===== src/common/jbs_pkg.sv =====
// Shared constants and types for the boundary-scan test access block
package jbs_pkg;

   // Instruction register and data register widths
   localparam int IR_LEN      = 10;
   localparam int UCODE_LEN   = 32;
   localparam int IDCODE_LEN  = 32;

   // Instruction codes
   localparam logic [9:0] IR_SAMPLE   = 10'h005;
   localparam logic [9:0] IR_EXTEST   = 10'h00F;
   localparam logic [9:0] IR_BYPASS   = 10'h3FF;
   localparam logic [9:0] IR_USERCODE = 10'h007;
   localparam logic [9:0] IR_IDCODE   = 10'h006;
   localparam logic [9:0] IR_HIGHZ    = 10'h00B;
   localparam logic [9:0] IR_CLAMP    = 10'h00A;
   localparam logic [9:0] IR_RECONFIG = 10'h001;
   localparam logic [9:0] IR_IOSTD    = 10'h00D;
   // Vendor configuration-load and analyzer codes are not published; neutral picks
   localparam logic [9:0] IR_CFG_LOAD = 10'h002;
   localparam logic [9:0] IR_CFG_DATA = 10'h003;
   localparam logic [9:0] IR_ANALYZER = 10'h00E;

   // Capture pattern for the instruction register (low bits 01 as usual)
   localparam logic [9:0] IR_CAPTURE  = 10'h001;

   // Identification field widths
   localparam int ID_VER_W  = 4;
   localparam int ID_PART_W = 16;
   localparam int ID_MFR_W  = 11;

   // Pin sampling
   localparam int SYNC_STAGES = 2;

   // Controller states
   typedef enum logic [3:0] {
      ST_RESET, ST_IDLE, ST_SEL_DR, ST_CAP_DR, ST_SH_DR, ST_EX1_DR, ST_PAU_DR, ST_EX2_DR,
      ST_UPD_DR, ST_SEL_IR, ST_CAP_IR, ST_SH_IR, ST_EX1_IR, ST_PAU_IR, ST_EX2_IR, ST_UPD_IR
   } jbs_state_type;

   // Serial link pins sampled from the tester
   typedef struct packed {
      logic tck;
      logic tms;
      logic tdi;
   } jbs_link_type;

endpackage


===== src/design/jbs_tap.sv =====
// Boundary-scan test access port with instruction decode and data register routing
`timescale 1ns/1ps
`default_nettype none
module jbs_tap #(
   parameter int                 BSR_LEN  = 24,           // Drive, enable and input cell per pin
   parameter int                 NPINS    = 8,            // User pins covered by the chain
   parameter int                 IOSTD_LEN = 16,          // Pin standard chain length
   parameter logic [3:0]         ID_VER   = 4'h0,         // Arbitrary value
   parameter logic [15:0]        ID_PART  = 16'h1234,     // Arbitrary value
   parameter logic [10:0]        ID_MFR   = 11'h055,      // Arbitrary value
   parameter logic [31:0]        USERCODE = 32'hFFFF_FFFF // Loaded user code
) (
   // Clock and reset
   input  wire logic                 core_clk,
   input  wire logic                 arst_n,
   // Test port pins
   input  wire logic                 tck,
   input  wire logic                 tms,
   input  wire logic                 tdi,
   output logic                      tdo,
   output logic                      tdo_oe,
   // Core side of user pins
   input  wire logic [NPINS-1:0]     core_out,
   input  wire logic [NPINS-1:0]     core_oe,
   input  wire logic [NPINS-1:0]     pin_in,
   input  wire logic [NPINS-1:0]     hold_en,
   output logic      [NPINS-1:0]     pin_out,
   output logic      [NPINS-1:0]     pin_oe,
   output logic      [NPINS-1:0]     pin_keep,
   // Configuration engine
   input  wire logic                 cfg_busy,
   input  wire logic                 cfg_done,
   output logic                      reconfig_req,
   output logic                      cfg_abort,
   output logic                      config_status_n_oe,
   output logic                      cfg_load_sel,
   output logic                      cfg_data_sel,
   output logic                      analyzer_sel,
   output logic                      cfg_shift_bit,
   output logic                      cfg_shift_en,
   output logic      [IOSTD_LEN-1:0] io_std
);
   // Synchronisers for the test pins; first stage feeds only the second
   jbs_pkg::jbs_link_type sync1_r;
   jbs_pkg::jbs_link_type sync2_r;
   logic                  tck_d_r;     // Previous sampled clock, for edge finding
   logic                  tck_rise;
   logic                  tck_fall;
   logic [NPINS-1:0]      pin_s1_r;    // Pin levels, first sampling stage
   logic [NPINS-1:0]      pin_s2_r;    // Pin levels, safe to capture
   // Controller and registers
   jbs_pkg::jbs_state_type st_r;
   jbs_pkg::jbs_state_type st_nxt;
   logic [jbs_pkg::IR_LEN-1:0]     ir_sh_r;   // Instruction shift stage
   logic [jbs_pkg::IR_LEN-1:0]     ir_r;      // Active instruction
   logic [BSR_LEN-1:0]             bsr_sh_r;  // Boundary shift stage
   logic [BSR_LEN-1:0]             bsr_up_r;  // Boundary update latch
   logic [31:0]                    dr32_r;    // Shared user code / ident shifter
   logic                           byp_r;     // One-bit bypass stage
   logic [IOSTD_LEN-1:0]           iostd_sh_r;
   logic [IOSTD_LEN-1:0]           iostd_r;
   logic                           status_low_r;
   logic                           cfg_bit_r;
   logic [31:0]                    idcode;
   // Decoded instruction
   logic sel_bsr, sel_32, sel_ioc, sel_cfg, force_z, force_bsr, is_id;
   // Two-flop sampling of the tester pins
   // four pin port
   always_ff @(posedge core_clk or negedge arst_n)
   begin
      if (!arst_n)
      begin
         sync1_r <= '0;
         sync2_r <= '0;
         tck_d_r <= 1'b0;
         pin_s1_r <= '0;
         pin_s2_r <= '0;
      end
      else
      begin
         sync1_r <= '{tck: tck, tms: tms, tdi: tdi};
         sync2_r <= sync1_r;
         tck_d_r <= sync2_r.tck;
         // Pin levels are asynchronous to the core clock as well
         pin_s1_r <= pin_in;
         pin_s2_r <= pin_s1_r;
      end
   end
   // Edges of the sampled test clock; link runs 12.5x slower than core
   assign tck_rise = sync2_r.tck & ~tck_d_r;
   assign tck_fall = ~sync2_r.tck & tck_d_r;
   assign idcode = {ID_VER, ID_PART, ID_MFR, 1'b1};
   // Instruction decode
   always_comb
   begin
      sel_bsr   = 1'b0;
      sel_32    = 1'b0;
      sel_ioc   = 1'b0;
      sel_cfg   = 1'b0;
      force_z   = 1'b0;
      force_bsr = 1'b0;
      is_id     = 1'b0;
      unique case (ir_r)
         jbs_pkg::IR_SAMPLE:   sel_bsr = 1'b1;
         jbs_pkg::IR_EXTEST:
         begin
            sel_bsr   = 1'b1;
            force_bsr = 1'b1;
         end
         jbs_pkg::IR_USERCODE: sel_32 = 1'b1;
         jbs_pkg::IR_IDCODE:
         begin
            sel_32 = 1'b1;
            is_id  = 1'b1;
         end
         jbs_pkg::IR_HIGHZ:    force_z = 1'b1;
         jbs_pkg::IR_CLAMP:    force_bsr = 1'b1;
         jbs_pkg::IR_IOSTD:    sel_ioc = 1'b1;
         jbs_pkg::IR_CFG_DATA: sel_cfg = 1'b1;
         // bypass; others fall back to bypass
         default:              sel_bsr = 1'b0;
      endcase
   end
   // Next controller state, standard sixteen-state walk on TMS
   always_comb
   begin
      st_nxt = st_r;
      unique case (st_r)
         jbs_pkg::ST_RESET:  st_nxt = sync2_r.tms ? jbs_pkg::ST_RESET  : jbs_pkg::ST_IDLE;
         jbs_pkg::ST_IDLE:   st_nxt = sync2_r.tms ? jbs_pkg::ST_SEL_DR : jbs_pkg::ST_IDLE;
         jbs_pkg::ST_SEL_DR: st_nxt = sync2_r.tms ? jbs_pkg::ST_SEL_IR : jbs_pkg::ST_CAP_DR;
         jbs_pkg::ST_CAP_DR: st_nxt = sync2_r.tms ? jbs_pkg::ST_EX1_DR : jbs_pkg::ST_SH_DR;
         jbs_pkg::ST_SH_DR:  st_nxt = sync2_r.tms ? jbs_pkg::ST_EX1_DR : jbs_pkg::ST_SH_DR;
         jbs_pkg::ST_EX1_DR: st_nxt = sync2_r.tms ? jbs_pkg::ST_UPD_DR : jbs_pkg::ST_PAU_DR;
         jbs_pkg::ST_PAU_DR: st_nxt = sync2_r.tms ? jbs_pkg::ST_EX2_DR : jbs_pkg::ST_PAU_DR;
         jbs_pkg::ST_EX2_DR: st_nxt = sync2_r.tms ? jbs_pkg::ST_UPD_DR : jbs_pkg::ST_SH_DR;
         jbs_pkg::ST_UPD_DR: st_nxt = sync2_r.tms ? jbs_pkg::ST_SEL_DR : jbs_pkg::ST_IDLE;
         jbs_pkg::ST_SEL_IR: st_nxt = sync2_r.tms ? jbs_pkg::ST_RESET  : jbs_pkg::ST_CAP_IR;
         jbs_pkg::ST_CAP_IR: st_nxt = sync2_r.tms ? jbs_pkg::ST_EX1_IR : jbs_pkg::ST_SH_IR;
         jbs_pkg::ST_SH_IR:  st_nxt = sync2_r.tms ? jbs_pkg::ST_EX1_IR : jbs_pkg::ST_SH_IR;
         jbs_pkg::ST_EX1_IR: st_nxt = sync2_r.tms ? jbs_pkg::ST_UPD_IR : jbs_pkg::ST_PAU_IR;
         jbs_pkg::ST_PAU_IR: st_nxt = sync2_r.tms ? jbs_pkg::ST_EX2_IR : jbs_pkg::ST_PAU_IR;
         jbs_pkg::ST_EX2_IR: st_nxt = sync2_r.tms ? jbs_pkg::ST_UPD_IR : jbs_pkg::ST_SH_IR;
         jbs_pkg::ST_UPD_IR: st_nxt = sync2_r.tms ? jbs_pkg::ST_SEL_DR : jbs_pkg::ST_IDLE;
      endcase
   end
   // Controller advances on each sampled rising edge
   always_ff @(posedge core_clk or negedge arst_n)
   begin
      if (!arst_n)
         st_r <= jbs_pkg::ST_RESET;
      else if (tck_rise)
         st_r <= st_nxt;
   end
   // Instruction register: capture, shift, update; reset loads identification
   // ten-bit instruction
   always_ff @(posedge core_clk or negedge arst_n)
   begin
      if (!arst_n)
      begin
         ir_sh_r <= '0;
         ir_r    <= jbs_pkg::IR_IDCODE;
      end
      else if (tck_rise)
      begin
         if (st_r == jbs_pkg::ST_CAP_IR)
            ir_sh_r <= jbs_pkg::IR_CAPTURE;
         else if (st_r == jbs_pkg::ST_SH_IR)
            ir_sh_r <= {sync2_r.tdi, ir_sh_r[jbs_pkg::IR_LEN-1:1]};
      end
      else if (tck_fall)
      begin
         // Update on the falling edge, as the standard asks
         if (st_r == jbs_pkg::ST_RESET)
            ir_r <= jbs_pkg::IR_IDCODE;
         else if (st_r == jbs_pkg::ST_UPD_IR)
            ir_r <= ir_sh_r;
      end
   end
   // Boundary chain: capture pins, shift, update on falling edge
   always_ff @(posedge core_clk or negedge arst_n)
   begin
      if (!arst_n)
      begin
         bsr_sh_r <= '0;
         bsr_up_r <= '0;
      end
      else if (tck_rise && sel_bsr)
      begin
         if (st_r == jbs_pkg::ST_CAP_DR)
            bsr_sh_r <= BSR_LEN'({pin_s2_r, core_oe, core_out});
         else if (st_r == jbs_pkg::ST_SH_DR)
            bsr_sh_r <= {sync2_r.tdi, bsr_sh_r[BSR_LEN-1:1]};
      end
      else if (tck_fall && sel_bsr && st_r == jbs_pkg::ST_UPD_DR)
         bsr_up_r <= bsr_sh_r;
   end
   // Shared 32-bit shifter for user code and identification, plus bypass
   // user code load
   always_ff @(posedge core_clk or negedge arst_n)
   begin
      if (!arst_n)
      begin
         dr32_r <= '0;
         byp_r  <= 1'b0;
      end
      else if (tck_rise)
      begin
         if (st_r == jbs_pkg::ST_CAP_DR)
         begin
            dr32_r <= is_id ? idcode : USERCODE;
            byp_r  <= 1'b0;
         end
         else if (st_r == jbs_pkg::ST_SH_DR)
         begin
            dr32_r <= {sync2_r.tdi, dr32_r[31:1]};
            byp_r  <= sync2_r.tdi;
         end
      end
   end
   // Pin standard chain: shifted, then applied on update
   // accepted in any configuration phase
   always_ff @(posedge core_clk or negedge arst_n)
   begin
      if (!arst_n)
      begin
         iostd_sh_r <= '0;
         iostd_r    <= '0;
      end
      else if (tck_rise && sel_ioc && st_r == jbs_pkg::ST_SH_DR)
         iostd_sh_r <= {sync2_r.tdi, iostd_sh_r[IOSTD_LEN-1:1]};
      else if (tck_fall && sel_ioc && st_r == jbs_pkg::ST_UPD_DR)
         iostd_r <= iostd_sh_r;
   end
   // Status low latch; a new issue wins over completion in the same cycle
   // hold status low
   always_ff @(posedge core_clk or negedge arst_n)
   begin
      if (!arst_n)
         status_low_r <= 1'b0;
      else if (sel_ioc)
         status_low_r <= 1'b1;
      else if (cfg_done)
         status_low_r <= 1'b0;
   end
   // Serial configuration bit handed to the loader
   // configuration data shift
   always_ff @(posedge core_clk or negedge arst_n)
   begin
      if (!arst_n)
         cfg_bit_r <= 1'b0;
      else if (tck_rise && sel_cfg && st_r == jbs_pkg::ST_SH_DR)
         cfg_bit_r <= sync2_r.tdi;
   end
   // One-cycle reconfiguration pulse when the instruction is run
   // internal reconfiguration, pin untouched
   always_ff @(posedge core_clk or negedge arst_n)
   begin
      if (!arst_n)
         reconfig_req <= 1'b0;
      else
         reconfig_req <= tck_fall && st_r == jbs_pkg::ST_UPD_IR && ir_sh_r == jbs_pkg::IR_RECONFIG;
   end
   // Serial output, changed on falling edge, enabled only while shifting
   always_ff @(posedge core_clk or negedge arst_n)
   begin
      if (!arst_n)
      begin
         tdo    <= 1'b0;
         tdo_oe <= 1'b0;
      end
      else if (tck_fall)
      begin
         tdo_oe <= (st_r == jbs_pkg::ST_SH_DR) || (st_r == jbs_pkg::ST_SH_IR);
         if (st_r == jbs_pkg::ST_SH_IR)
            tdo <= ir_sh_r[0];
         else if (sel_bsr)
            tdo <= bsr_sh_r[0];
         else if (sel_32)
            tdo <= dr32_r[0];
         else if (sel_ioc)
            tdo <= iostd_sh_r[0];
         else
            tdo <= byp_r;
      end
   end
   // Pin muxing per user pin; float beats clamp, clamp beats core drive
   // hold adds a keeper on forced pins left undriven; float and enable stay forced
   for (genvar i = 0; i < NPINS; i++)
   begin : g_pin
      assign pin_out[i]  = force_z ? 1'b0 : (force_bsr ? bsr_up_r[i % BSR_LEN] : core_out[i]);
      assign pin_oe[i]   = force_z ? 1'b0 : (force_bsr ? bsr_up_r[(i + NPINS) % BSR_LEN] : core_oe[i]);
      assign pin_keep[i] = hold_en[i] & (force_z | force_bsr) & ~pin_oe[i];
   end
   // Configuration side outputs
   // abort running load
   assign cfg_abort          = sel_ioc & cfg_busy;
   assign config_status_n_oe = status_low_r;
   // load selects are the tester's to time around configuration
   assign cfg_load_sel       = (ir_r == jbs_pkg::IR_CFG_LOAD);
   assign cfg_data_sel       = sel_cfg;
   assign analyzer_sel       = (ir_r == jbs_pkg::IR_ANALYZER);
   assign cfg_shift_bit      = cfg_bit_r;
   assign cfg_shift_en       = sel_cfg & (st_r == jbs_pkg::ST_SH_DR);
   assign io_std             = iostd_r;
endmodule
`default_nettype wire


===== config.mk =====
export PLATFORM = sky130hd
export DESIGN_NAME = jbs_tap
export DESIGN_NICKNAME = d
export VERILOG_FILES = /design/src/common/jbs_pkg.sv /design/src/design/jbs_tap.sv
export SDC_FILE = /design/constraint.sdc
export NUM_CORES = 1
export LEC_CHECK = 0
export ABC_CLOCK_PERIOD_IN_PS = 5000
export BUFFER_PORTS_ARGS = -buffer_cell sky130_fd_sc_hd__buf_2
export CORE_MARGIN = 5
export CORE_UTILIZATION = 45
export DETAILED_ROUTE_END_ITERATION = 7
export PLACE_DENSITY = 0.68
export SLEW_MARGIN = 5
export SYNTH_ARGS = -nofsm -noshare
export SYNTH_HDL_FRONTEND = slang
export SYNTH_SLANG_ARGS = --single-unit

===== constraint.sdc =====
create_clock -name core_clk -period 5 [get_ports core_clk]
set_clock_uncertainty 0.05 [all_clocks]
set_input_delay 0.5 -clock core_clk [delete_from_list [all_inputs] [get_ports core_clk]]
set_output_delay 0.5 -clock core_clk [all_outputs]
set_load 0.02 [all_outputs]

==> results.md, run 1 <==
- Status: finished clean
- Total placed instance area: 7340 um^2
- Clock Sink Count: 157
- Kind of capture point of the worst setup path: primary output
- Final slew viol count: 0
- Clock latency at the later pin of the worst-skew pair: 0.42 ns
- Setup_tns: 0 ns
- First-pass GRT wire length: 22.5 mm
- Count of filler cells inserted in the layout: 1316
- Sequential-to-total area share from yosys stat: 0.577
- # DRC: 0
- Unrepaired setup endpoints after global routing: no
- Number of violations of the max-capacitance limit: 0
- Final Non-Filler Cells: 803
- WP buf/inv: 1
- YS warnings: 0
- Starting density of the core: 0.453
- Number of top-level design ports: 89
- Clock Tree Root: sky130_fd_sc_hd__clkbuf_16
- Total Wirelength: 13.2 mm
- Critical path cell sequence: nor4_2 -> and2_1 -> nand4_2 -> mux2i_1 -> nor2_1 -> buf_2
- Final setup vio count: 0
- Via count: 4398
- EDFF count, synth: 0
- Shortest period the worst path allows: 3.40 ns
- Cts repair resizes: 0
- Path type of the worst min-delay path: primary input to flip-flop
- Worst-path cell with the longest stage delay: sky130_fd_sc_hd__nand4_2
- Total clock buffers created by CTS: 17
- Estimated wirelength of the detail-placed design: 8.72 mm
- Syn_area_per_cell: 12.9 um^2
- Share of synthesized registers carrying an async set or reset: 1.00
- Clock edge transition at the registers on the reported setup and hold paths: 0.07 ns
- Area inside the core boundary: 15000 um^2
- Arrival @ worst endpoint: 2.85 ns
- Lkg Pwr: 0.00403 uW
- Post-Syn Nets: 568
- Final hold violation count: 0
- Buffer levels on the longest clock path: 2
- Syn Std Cell Area: 6810 um^2
- Setup bufs post-CTS: 0
- CTS Hold Bufs: 0
- Final Net Count: 641
- Per-cell routed wire length: 16.4 um
- Largest net degree at the start of global routing: 114
- Instance count after placement with tap cells included: 771
- Minimum setup slack in the final design: 1.60 ns
- Gate count after technology mapping: 529
- Final GP Congestion: 0.779
- Area growth syn-to-layout: 16.7%
- Die area: 17700 um^2
- Via count of the first global-routing pass: 4537
- Row count: 45
- Die Width: 133 um
- Worst setup slack after placement: 2.04 ns
- TritonCTS clock tree: done
- Antenna diode instance count: 0
- Die Height: 133 um
- Initial antenna violation count: 0
- GRT overflow: 0
- Detailed-routing iteration count for the pre-antenna-repair pass: 5
- Distinct cell type count after synthesis: 54
- Number of violations reported at the end of detailed-routing iteration 0: 273
- Ratio of routed vias to standard cells: 5.48
- Cell family contributing the most delay on the critical path: simple AND/OR/NAND/NOR gates
- Maximum level of the CTS H-tree: 4
- Top_reg_cell synth: sky130_fd_sc_hd__dfrtp_1
- Slew Limit Headroom: 0.333
- Critical path startpoint category: flip-flop
- Largest voltage drop on the vdd net: 0.295 mV
- Max Clock Freq: 294 MHz
- Global router's overall resource usage: 0.157
- Worst Max-Slew Pin Slew: 1.00 ns
- Flop and latch count out of synthesis: 157
- Antenna Violating Nets Remaining: 0
- Total non-filler cell area in the finished layout: 7950 um^2
- Count of buffers inserted at the top-level ports: 88
- Required @ worst endpoint: 4.45 ns
- Total power divided by cell area: 451 nW/um^2
- Fraction of layout cells with a size suffix above 1: 0.327
- Delay of the slowest critical-path stage: 0.72 ns
- Post-route clock period utilization: 0.680
- Type of the setup path with the least slack: flip-flop to primary output
- CP Max Fanout: 24
-- final timing paths --
kind                                  startpoint                       to  slack (ns)  depth (start not counted)
max                          ir_r[5]$_DFFE_PN0P_                pin_oe[2]        1.60                          6
min                                          tck     sync1_r[2]$_DFF_PN0_        0.13                          1
max reg2reg                  st_r[1]$_DFFE_PN0P_  bsr_sh_r[4]$_DFFE_PN0P_        2.18                          5
min reg2reg                pin_s1_r[3]$_DFF_PN0_    pin_s2_r[3]$_DFF_PN0_        0.30                          0
max in group asynchronous                 arst_n   dr32_r[28]$_DFFE_PN0P_        3.56                          2
min in group asynchronous                 arst_n  bsr_up_r[6]$_DFFE_PN0P_        0.16                          1
-- kinds of logic (layout without fill, tap and decap cells) --
family | Yosys count | in the layout | share of synthesized area
compound gates | 93 | 93 | 0.103
xor+xnor | 2 | 2 | 0.00257
buf+inv | 43 | 129 | 0.0303
flops | 157 | 157 | 0.577
mux | 114 | 114 | 0.190
simple gates | 120 | 120 | 0.0970
-- area by class of cell --
class	count	area, um^2	area share
Inverter	6	22.5	0.00283
Sequential cell	157	3930	0.495
Clock buffer	17	425	0.0535
Tap cell	188	235	0.0296
Timing Repair Buffer	91	469	0.0590
Multi-Input combinational cell	329	2690	0.338
Clock inverter	15	176	0.0222
-- Yosys cell counts (2+ instances only) --
master | count | area, um^2
sky130_fd_sc_hd__a22o_1 | 9 | 78.8
sky130_fd_sc_hd__nand4_1 | 3 | 18.8
sky130_fd_sc_hd__nand3_1 | 7 | 35.0
sky130_fd_sc_hd__buf_4 | 2 | 15.0
sky130_fd_sc_hd__buf_6 | 2 | 22.5
sky130_fd_sc_hd__nand2b_1 | 5 | 31.3
sky130_fd_sc_hd__o21a_1 | 9 | 67.6
sky130_fd_sc_hd__dfrtp_1 | 155 | 3880
sky130_fd_sc_hd__a21o_1 | 2 | 15.0
sky130_fd_sc_hd__buf_1 | 2 | 7.51
sky130_fd_sc_hd__mux2_2 | 50 | 563
sky130_fd_sc_hd__mux2_4 | 10 | 150
sky130_fd_sc_hd__nor2_8 | 2 | 40.0
sky130_fd_sc_hd__a211oi_1 | 2 | 15.0
sky130_fd_sc_hd__buf_2 | 9 | 45.0
sky130_fd_sc_hd__mux2_1 | 34 | 383
sky130_fd_sc_hd__nand4_2 | 2 | 25.0
sky130_fd_sc_hd__a221o_1 | 22 | 220
sky130_fd_sc_hd__o21ai_0 | 20 | 100
sky130_fd_sc_hd__nor2_1 | 37 | 139
sky130_fd_sc_hd__clkbuf_1 | 21 | 78.8
sky130_fd_sc_hd__inv_1 | 6 | 22.5
sky130_fd_sc_hd__a21oi_1 | 12 | 60.1
sky130_fd_sc_hd__nor2b_1 | 5 | 31.3
sky130_fd_sc_hd__nor3_1 | 6 | 30.0
sky130_fd_sc_hd__mux2i_1 | 20 | 200
sky130_fd_sc_hd__nor3_2 | 2 | 20.0
sky130_fd_sc_hd__nor4b_1 | 2 | 17.5
sky130_fd_sc_hd__dfstp_2 | 2 | 52.6
sky130_fd_sc_hd__nor2_4 | 2 | 22.5
sky130_fd_sc_hd__nor4_1 | 6 | 37.5
sky130_fd_sc_hd__nand2_1 | 29 | 109
sky130_fd_sc_hd__a31oi_1 | 2 | 12.5
sky130_fd_sc_hd__o22a_1 | 10 | 87.6
-- stage by stage --
stage                     hold WS, ns  total power (uW)   util
after floorplan                 0.154              2120      -
after global placement          0.283              2260  0.489
after detailed placement        0.285              2290  0.489
after CTS                       0.106              3620  0.529
after global routing            0.101              3770  0.529
final                           0.127              3580  0.529
-- power breakdown --
part | switching (uW) | internal, uW
Combinational | 311 | 309
Clock | 558 | 754
Sequential | 192 | 1460
-- flip-flops by register name, summed over array words and instances (netlist names), 3 cells and up --
signal and flops:
ir_sh_r 10, bsr_up_r 16, sync1_r 3, sync2_r 3
io_std 16, st_r 4, ir_r 10, bsr_sh_r 24
pin_s2_r 8, dr32_r 32, iostd_sh_r 16, pin_s1_r 8
-- layer usage --
| metal | routed length (um) | GRT usage |
|---|---|---|
| met1 | 6240 | 0.211 |
| met2 | 5890 | 0.234 |
| met3 | 891 | 0.0650 |
| met4 | 176 | 0.0439 |
| met5 | 0 | 0 |
-- cells in the final DEF (no fill, tap or decap), drive strengths merged, types with 10 or more instances in the layout --
cell,n
nand2,30
a221o,22
mux2i,20
o22a,10
nor2,42
mux2,94
buf,91
inv,14
a21oi,12
clkbuf,17
o21ai,21
dfrtp,155
(Power assumes the default switching activity.)
==> run 2: changes to the inputs <==
--- a/config.mk
+++ b/config.mk
@@ -5,7 +5,7 @@
 export SDC_FILE = /design/constraint.sdc
 export NUM_CORES = 1
 export LEC_CHECK = 0
-export ABC_CLOCK_PERIOD_IN_PS = 5000
+export ABC_CLOCK_PERIOD_IN_PS = 3500
 export BUFFER_PORTS_ARGS = -buffer_cell sky130_fd_sc_hd__buf_2
 export CORE_MARGIN = 5
 export CORE_UTILIZATION = 45
==> constraint.sdc (replaced) <==
create_clock -name core_clk -period 3.5 [get_ports core_clk]
set_clock_uncertainty 0.05 [all_clocks]
set_input_delay 0.35 -clock core_clk [delete_from_list [all_inputs] [get_ports core_clk]]
set_output_delay 0.35 -clock core_clk [all_outputs]
set_load 0.02 [all_outputs]
==> run 2 against run 1 <==
Net effect:
- the run now ends with hold timing left
- register-to-register slack worse by 1.2 ns
- highest routed layer unchanged
- largest cell class unchanged
- total power is 42% higher
- sequential power is 43% higher
- core utilization is 0.96 points higher
- hold slack worse by 0.13 ns
- largest power group unchanged
- first-iteration DRC count is 31% lower
- final cell count is 2.1% higher
- global-route usage is 0.17 points lower
==> results.md, run 2 (synthesis results as in run 1) <==
- Status: finished with violations
- Failing checks: hold timing
- Global router's overall resource usage: 0.155 (-0.00167)
- Buffer levels on the longest clock path: 2 (unchanged)
- GRT overflow: 0 (unchanged)
- Via count of the first global-routing pass: 4524 (-0.29%)
- Count of filler cells inserted in the layout: 1230 (-6.5%)
- Clock Sink Count: 157 (unchanged)
- Number of violations reported at the end of detailed-routing iteration 0: 188 (-31%)
- Clock latency at the later pin of the worst-skew pair: 0.42 ns (about the same)
- Worst Max-Slew Pin Slew: 0.949 ns (-0.0523 ns)
- Clock Tree Root: sky130_fd_sc_hd__clkbuf_16
- Maximum level of the CTS H-tree: 4 (unchanged)
- Setup bufs post-CTS: 0 (unchanged)
- Kind of capture point of the worst setup path: primary output
- Antenna diode instance count: 0 (unchanged)
- Estimated wirelength of the detail-placed design: 8.69 mm (-0.36%)
- Final setup vio count: 0 (unchanged)
- Register containing the most flip-flops in the final layout: dr32_r
- CP Max Fanout: 24 (unchanged)
- Final slew viol count: 0 (unchanged)
- Per-cell routed wire length: 16.0 um (-2.7%)
- Registers with the highest flip-flop counts: dr32_r (32), bsr_sh_r (24)
- Largest net degree at the start of global routing: 108 (-5.3%)
- Lkg Pwr: 0.00410 uW (+1.8%)
- Area growth syn-to-layout: 18.8%
- Required @ worst endpoint: 3.10 ns (-1.35 ns)
- Max reg flops: 32 (unchanged)
- Final GP Congestion: 0.825 (+6.0%)
- Area inside the core boundary: 15000 um^2 (unchanged)
- Starting density of the core: 0.453 (unchanged)
- Total Wirelength: 13.1 mm (-0.64%)
- Shortest period the worst path allows: 2.78 ns
- Initial antenna violation count: 0 (unchanged)
- Final Net Count: 658 (+2.7%)
- Row count: 45 (unchanged)
- Critical path startpoint category: flip-flop
- Antenna Violating Nets Remaining: 0 (unchanged)
- Fraction of layout cells with a size suffix above 1: 0.323 (-0.00404)
- Number of violations of the max-capacitance limit: 0 (unchanged)
- Count of buffers inserted at the top-level ports: 88 (unchanged)
- Final hold violation count: 2 (+2)
- Via count: 4424 (+0.59%)
- Arrival @ worst endpoint: 2.38 ns (-0.47 ns)
- Die Width: 133 um (unchanged)
- Total power divided by cell area: 628 nW/um^2 (+39%)
- Sequential cell area: 3930 um^2 (unchanged)
- Number of top-level design ports: 89 (unchanged)
- Largest voltage drop on the vdd net: 0.370 mV (+25%)
- Area of the multi-input gates: 2680 um^2 (-0.23%)
- TritonCTS clock tree: done
- Unrepaired setup endpoints after global routing: no
- Max Clock Freq: 360 MHz
- Ratio of routed vias to standard cells: 5.40 (-1.5%)
- Post-route clock period utilization: 0.793
- Setup_tns: 0 ns (unchanged)
- Most used cells in the layout excluding fill and tap cells: sky130_fd_sc_hd__dfrtp_1, sky130_fd_sc_hd__buf_2, sky130_fd_sc_hd__mux2_2
- First-pass GRT wire length: 22.5 mm (-0.28%)
- Most common cell after layout, fill and taps aside: sky130_fd_sc_hd__dfrtp_1
- Hold Slack: -0.000919 ns (-0.128 ns)
- # DRC: 0 (unchanged)
- Worst setup slack after placement: 0.955 ns (-1.08 ns)
- Die Height: 133 um (unchanged)
- Die area: 17700 um^2 (unchanged)
- Clock edge transition at the registers on the reported setup and hold paths: 0.06 ns (about the same)
- Slew Limit Headroom: 0.367 (+0.0349)
- Path type of the worst min-delay path: primary input to asynchronous set/reset pin
- Minimum setup slack in the final design: 0.725 ns (-0.874 ns)
- Type of the setup path with the least slack: flip-flop to primary output
- Cts repair resizes: 0 (unchanged)
- Total clock buffers created by CTS: 17 (unchanged)
- Detailed-routing iteration count for the pre-antenna-repair pass: 4 (-1)
==> run 2: cell types whose count changed in the layout (fill, tap and decap cells not counted), sizes merged <==
cell / previous run / this run
buf: 91 / 97
clkbuf: 17 / 22
inv: 14 / 6
clkinv: 4 / 6
dlygate4sd3: 0 / 11
clkinvlp: 1 / 2
==> run 2: layout make-up <==
type                       count  share of cell area
sequential                   157               0.486
inverter                       6             0.00278
clock buffer                  22              0.0599
clock inverter                10              0.0139
multi-input combinational    329               0.331
timing repair buffer         108              0.0772
tap                          188              0.0291
==> run 2: through the flow <==
| step | utilization | area (um^2) | std cells | power [uW] |
|---|---|---|---|---|
| 2_1_floorplan | - | 6810 | 529 | 3020 |
| 3_3_place_gp | 0.491 | 7380 | 777 | 3220 |
| 3_5_place_dp | 0.491 | 7380 | 777 | 3280 |
| 4_1_cts | 0.538 | 8090 | 820 | 5140 |
| 5_1_grt | 0.538 | 8090 | 820 | 5360 |
| 6_report | 0.538 | 8090 | 820 | 5080 |
==> run 2: what timing repair did <==
action	in CTS	in global routing
setup endpoints to repair	0	0
endpoints found under the hold margin	11	0
hold buffers	11	0
==> run 2: final timing paths <==
path	startpoint	to	slack, ns	cells after the start
max	ir_r[5]$_DFFE_PN0P_	pin_keep[0]	0.72	7
min	arst_n	bsr_up_r[7]$_DFFE_PN0P_	-0.0009	1
max reg2reg	st_r[3]$_DFFE_PN0P_	io_std[1]$_DFFE_PN0P_	0.98	4
min reg2reg	pin_s1_r[5]$_DFF_PN0_	pin_s2_r[5]$_DFF_PN0_	0.30	0
max in group asynchronous	arst_n	io_std[11]$_DFFE_PN0P_	2.46	2
min in group core_clk	cfg_done	config_status_n_oe$_DFFE_PN0P_	0.06	2
==> run 2: power breakdown <==
| group | internal [uW] | switching (uW) | total, uW | leakage (uW) |
|---|---|---|---|---|
| Combinational | 455 | 450 | 905 | 0.00176 |
| Sequential | 2090 | 274 | 2360 | 0.00205 |
| Clock | 1120 | 696 | 1820 | 0.000292 |
| Total | 3660 | 1420 | 5080 | 0.00410 |
==> run 2: worst max-delay path, stage by stage (launching register included) <==
cell and delay, ns:
sky130_fd_sc_hd__dfrtp_1 0.39, sky130_fd_sc_hd__nor4_2 0.35, sky130_fd_sc_hd__and2_1 0.34, sky130_fd_sc_hd__nand2_1 0.11, sky130_fd_sc_hd__nor2_1 0.15, sky130_fd_sc_hd__buf_4 0.28, sky130_fd_sc_hd__o21a_1 0.17, sky130_fd_sc_hd__buf_2 0.16
==> run 2: layer usage <==
layer | up-vias | share of wire | track usage
li1 | 2097 | - | -
met1 | 2180 | 0.47 | 0.211
met2 | 130 | 0.46 | 0.234
met3 | 17 | 0.060 | 0.0544
met4 | 0 | 0.016 | 0.0497
met5 | - | 0 | 0
==> run 3: changes to the inputs <==
--- a/config.mk
+++ b/config.mk
@@ -5,12 +5,13 @@
 export SDC_FILE = /design/constraint.sdc
 export NUM_CORES = 1
 export LEC_CHECK = 0
-export ABC_CLOCK_PERIOD_IN_PS = 3500
+export ABC_AREA = 1
+export ABC_CLOCK_PERIOD_IN_PS = 2500
 export BUFFER_PORTS_ARGS = -buffer_cell sky130_fd_sc_hd__buf_2
 export CORE_MARGIN = 5
 export CORE_UTILIZATION = 45
 export DETAILED_ROUTE_END_ITERATION = 7
-export PLACE_DENSITY = 0.68
+export PLACE_DENSITY = 0.7
 export SLEW_MARGIN = 5
 export SYNTH_ARGS = -nofsm -noshare
 export SYNTH_HDL_FRONTEND = slang
==> constraint.sdc (replaced) <==
create_clock -name core_clk -period 2.5 [get_ports core_clk]
set_clock_uncertainty 0.05 [all_clocks]
set_input_delay 0.25 -clock core_clk [delete_from_list [all_inputs] [get_ports core_clk]]
set_output_delay 0.25 -clock core_clk [all_outputs]
set_load 0.02 [all_outputs]
==> run 3 against run 2 <==
Net effect:
- the run now ends clean
- non-clock buffer count rose by 11
- setup slack got worse by 0.63 ns
- global-route usage rose by 1.8 points
- synthesized cell count rose by 44%
- die area fell by 0.27%
- routed wire length rose by 11%
- critical path type unchanged
- critical endpoint is now pin_keep[7]
- largest power group unchanged
==> results.md, run 3 <==
- Max Clock Freq: 416 MHz
- Syn Std Cell Area: 6790 um^2 (-0.29%)
- Final slew viol count: 0 (unchanged)
- GRT overflow: 0 (unchanged)
- Instance count after placement with tap cells included: 1020 (+31%)
- Total placed instance area: 7430 um^2 (+0.66%)
- Via count: 5291 (+20%)
- Area leader, netlist: sky130_fd_sc_hd__dfrtp_1
- Kind of capture point of the worst setup path: primary output
- Clock Sink Count: 157 (unchanged)
- Gate count after technology mapping: 762 (+44%)
- Number of violations reported at the end of detailed-routing iteration 0: 423 (+130%)
- Critical path startpoint category: flip-flop
- Post-route clock period utilization: 0.961
- Antenna diode instance count: 0 (unchanged)
- Top_reg_cell synth: sky130_fd_sc_hd__dfrtp_1
- Path type of the worst min-delay path: primary input to flip-flop
- Lkg Pwr: 0.00431 uW (+5.0%)
- Global router's overall resource usage: 0.173 (+0.0176)
- Final cell utilization of the core: 0.553 (+0.0147)
- Final setup vio count: 0 (unchanged)
- Minimum setup slack in the final design: 0.0971 ns (-0.628 ns)
- Number of top-level design ports: 89 (unchanged)
- Die Height: 133 um (-0.14%)
- Detailed-routing iteration count for the pre-antenna-repair pass: 5 (+1)
- TritonCTS clock tree: done
- Area share of the leading cell type in the synthesized netlist: 0.571 (+0.00168)
- Most used cells in the layout excluding fill and tap cells: sky130_fd_sc_hd__dfrtp_1, sky130_fd_sc_hd__nand2_1, sky130_fd_sc_hd__inv_1
- Unrepaired setup endpoints after global routing: yes
- Per-cell routed wire length: 13.6 um (-15%)
- Maximum level of the CTS H-tree: 4 (unchanged)
- Status: finished clean
- Type of the setup path with the least slack: flip-flop to primary output
- Die Width: 133 um (-0.14%)
- WP buf/inv: 3 (+1)
- Arrival @ worst endpoint: 2.10 ns (-0.28 ns)
- Largest voltage drop on the vdd net: 0.494 mV (+34%)
- Count of buffers inserted at the top-level ports: 88 (unchanged)
- Sequential cell area: 3930 um^2 (unchanged)
- Area inside the core boundary: 15000 um^2 (-0.37%)
- Final hold violation count: 0 (-2)
- Met1 capacity usage during global routing: 0.236 (+0.0242)
- Distinct cell type count after synthesis: 33 (-39%)
- Total power divided by cell area: 857 nW/um^2 (+36%)
- Flop and latch count out of synthesis: 157 (unchanged)
- First-pass GRT wire length: 24.9 mm (+11%)
- Shortest period the worst path allows: 2.40 ns
- Cell types with the largest area share after synthesis: sky130_fd_sc_hd__dfrtp_1, sky130_fd_sc_hd__nand2_1, sky130_fd_sc_hd__inv_1, sky130_fd_sc_hd__o21ai_0, sky130_fd_sc_hd__o21ai_1
- # DRC: 0 (unchanged)
- Row count: 45 (unchanged)
- Most crowded layer after global routing: met2
- Final GP Congestion: 0.901 (+9.2%)
- Area growth syn-to-layout: 21.9%
- Delay of the slowest critical-path stage: 0.40 ns (about the same)
- Clock Tree Root: sky130_fd_sc_hd__clkbuf_16
- Clock edge transition at the registers on the reported setup and hold paths: 0.06 ns (about the same)
- Registers with the highest flip-flop counts: dr32_r (32), bsr_sh_r (24)
- Register containing the most flip-flops in the final layout: dr32_r
- Final Non-Filler Cells: 1070 (+30%)
- Critical path cell sequence: nor2_4 -> nand3_2 -> nor2_4 -> nand2_1 -> nand2_4 -> buf_2 -> nand2_1 -> o211ai_1 -> nand3_1 -> inv_1 -> buf_2
- Worst Max-Slew Pin Slew: 0.657 ns (-0.292 ns)
- Area of the multi-input gates: 2220 um^2 (-17%)
- Worst setup slack after placement: 0.465 ns (-0.489 ns)
- Antenna Violating Nets Remaining: 0 (unchanged)
- Slew Limit Headroom: 0.561 (+0.193)
- Number of violations of the max-capacitance limit: 0 (unchanged)
- Ratio of routed vias to standard cells: 4.94 (-8.3%)
- EDFF count, synth: 0 (unchanged)
- Routing usage on met3: 0.0468 (-0.00760)
- Syn_area_per_cell: 8.91 um^2 (-31%)
- Initial antenna violation count: 0 (unchanged)
- Buffer levels on the longest clock path: 2 (unchanged)
- Starting density of the core: 0.453 (about the same)
- YS warnings: 0 (unchanged)
- Most repeated cell in the gate-level netlist after synthesis: sky130_fd_sc_hd__dfrtp_1
- Sequential-to-total area share from yosys stat: 0.579 (+0.00170)
- Final Power: 7100 uW (+40%)
- Met2 track demand over resource: 0.269 (+0.0350)
- Total non-filler cell area in the finished layout: 8280 um^2 (+2.4%)
- Via count of the first global-routing pass: 5062 (+12%)
- Largest net degree at the start of global routing: 61 (-44%)
- Final Net Count: 908 (+38%)
- Total Wirelength: 14.6 mm (+11%)
- Most common cell after layout, fill and taps aside: sky130_fd_sc_hd__dfrtp_1
- CP Max Fanout: 5 (-79%)
- Max reg flops: 32 (unchanged)
- Total clock buffers created by CTS: 17 (unchanged)
- Fraction of layout cells with a size suffix above 1: 0.196 (-0.127)
- Cell family contributing the most delay on the critical path: simple AND/OR/NAND/NOR gates
- Die area: 17600 um^2 (-0.27%)
- Worst-path cell with the longest stage delay: sky130_fd_sc_hd__dfrtp_1
- Estimated wirelength of the detail-placed design: 9.60 mm (+10%)
- Leading post-synthesis cells by instance count: sky130_fd_sc_hd__dfrtp_1, sky130_fd_sc_hd__nand2_1, sky130_fd_sc_hd__inv_1
- Share of synthesized registers carrying an async set or reset: 1.00 (unchanged)
- Count of filler cells inserted in the layout: 1331 (+8.2%)
- Required @ worst endpoint: 2.20 ns (-0.90 ns)
- Clock latency at the later pin of the worst-skew pair: 0.43 ns (about the same)
- Post-Syn Nets: 801 (+41%)
run 3: changes by cell type after synthesis, moves of 34 or more:
cell                      delta
sky130_fd_sc_hd__mux2_2     -49
sky130_fd_sc_hd__inv_1     +125
sky130_fd_sc_hd__o21ai_1    +45
sky130_fd_sc_hd__o21ai_0    +52
sky130_fd_sc_hd__mux2_1     -34
sky130_fd_sc_hd__nand2_1   +116
run 3: cell families (layout without fill, tap and decap cells):
kind of cell	Yosys count	count (layout)	synth area share
compound gates	176	176	0.151
flops	157	157	0.579
simple gates	253	253	0.157
mux	8	8	0.0120
buf+inv	168	288	0.102
run 3: where the power goes:
group          leakage, uW  total (uW)  internal, uW  switching, uW
Sequential         0.00201        3090          2910            177
Combinational      0.00200        1360           481            875
Clock             0.000290        2650          1580           1070
run 3: timing repair:
action | CTS | global route
resized for setup | 3 | 17
endpoints found under the hold margin | 67 | 0
hold buffers | 13 | 0
setup endpoints to repair | 2 | 23
cloned | 0 | 1
pin swaps | 0 | 7
buffers inserted | 0 | 4
run 3: path summary, 6_finish.rpt:
| path | start | endpoint | slack [ns] | cells past startpoint |
|---|---|---|---|---|
| min | core_oe[7] | bsr_sh_r[15]$_DFFE_PN0P_ | 0.09 | 3 |
| max in group asynchronous | arst_n | dr32_r[22]$_DFFE_PN0P_ | 1.36 | 3 |
| max | ir_r[8]$_DFFE_PN0P_ | pin_keep[7] | 0.1 | 11 |
| max reg2reg | st_r[1]$_DFFE_PN0P_ | dr32_r[13]$_DFFE_PN0P_ | 0.51 | 8 |
| min reg2reg | pin_s1_r[0]$_DFF_PN0_ | pin_s2_r[0]$_DFF_PN0_ | 0.29 | 0 |
| min in group asynchronous | arst_n | ir_sh_r[5]$_DFFE_PN0P_ | 0.31 | 2 |
run 3: tightest hold or removal path, cell delays in order:
cell	delay, ns
sky130_fd_sc_hd__buf_2	0.09
sky130_fd_sc_hd__mux2i_1	0.06
sky130_fd_sc_hd__o21ai_1	0.12
run 3: routing by layer:
metal	wire [um]	vias up
met5	0	-
met4	185	0
met3	730	19
met2	6880	114
met1	6760	2491
li1	-	2667
run 3: through the flow:
step,setup TNS [ns],hold WS [ns]
2_1_floorplan,0,-0.0956
3_3_place_gp,0,0.215
3_5_place_dp,0,0.219
4_1_cts,0,0.0701
5_1_grt,-0.190,0.114
6_report,0,0.0854
run 3: layout make-up:
type                    count  area share
repair buffers            119      0.0922
well taps                 188      0.0284
clock inverters            15      0.0227
flip-flops and latches    157       0.475
inverters                 137      0.0621
clock buffers              17      0.0514
multi-input cells         437       0.269
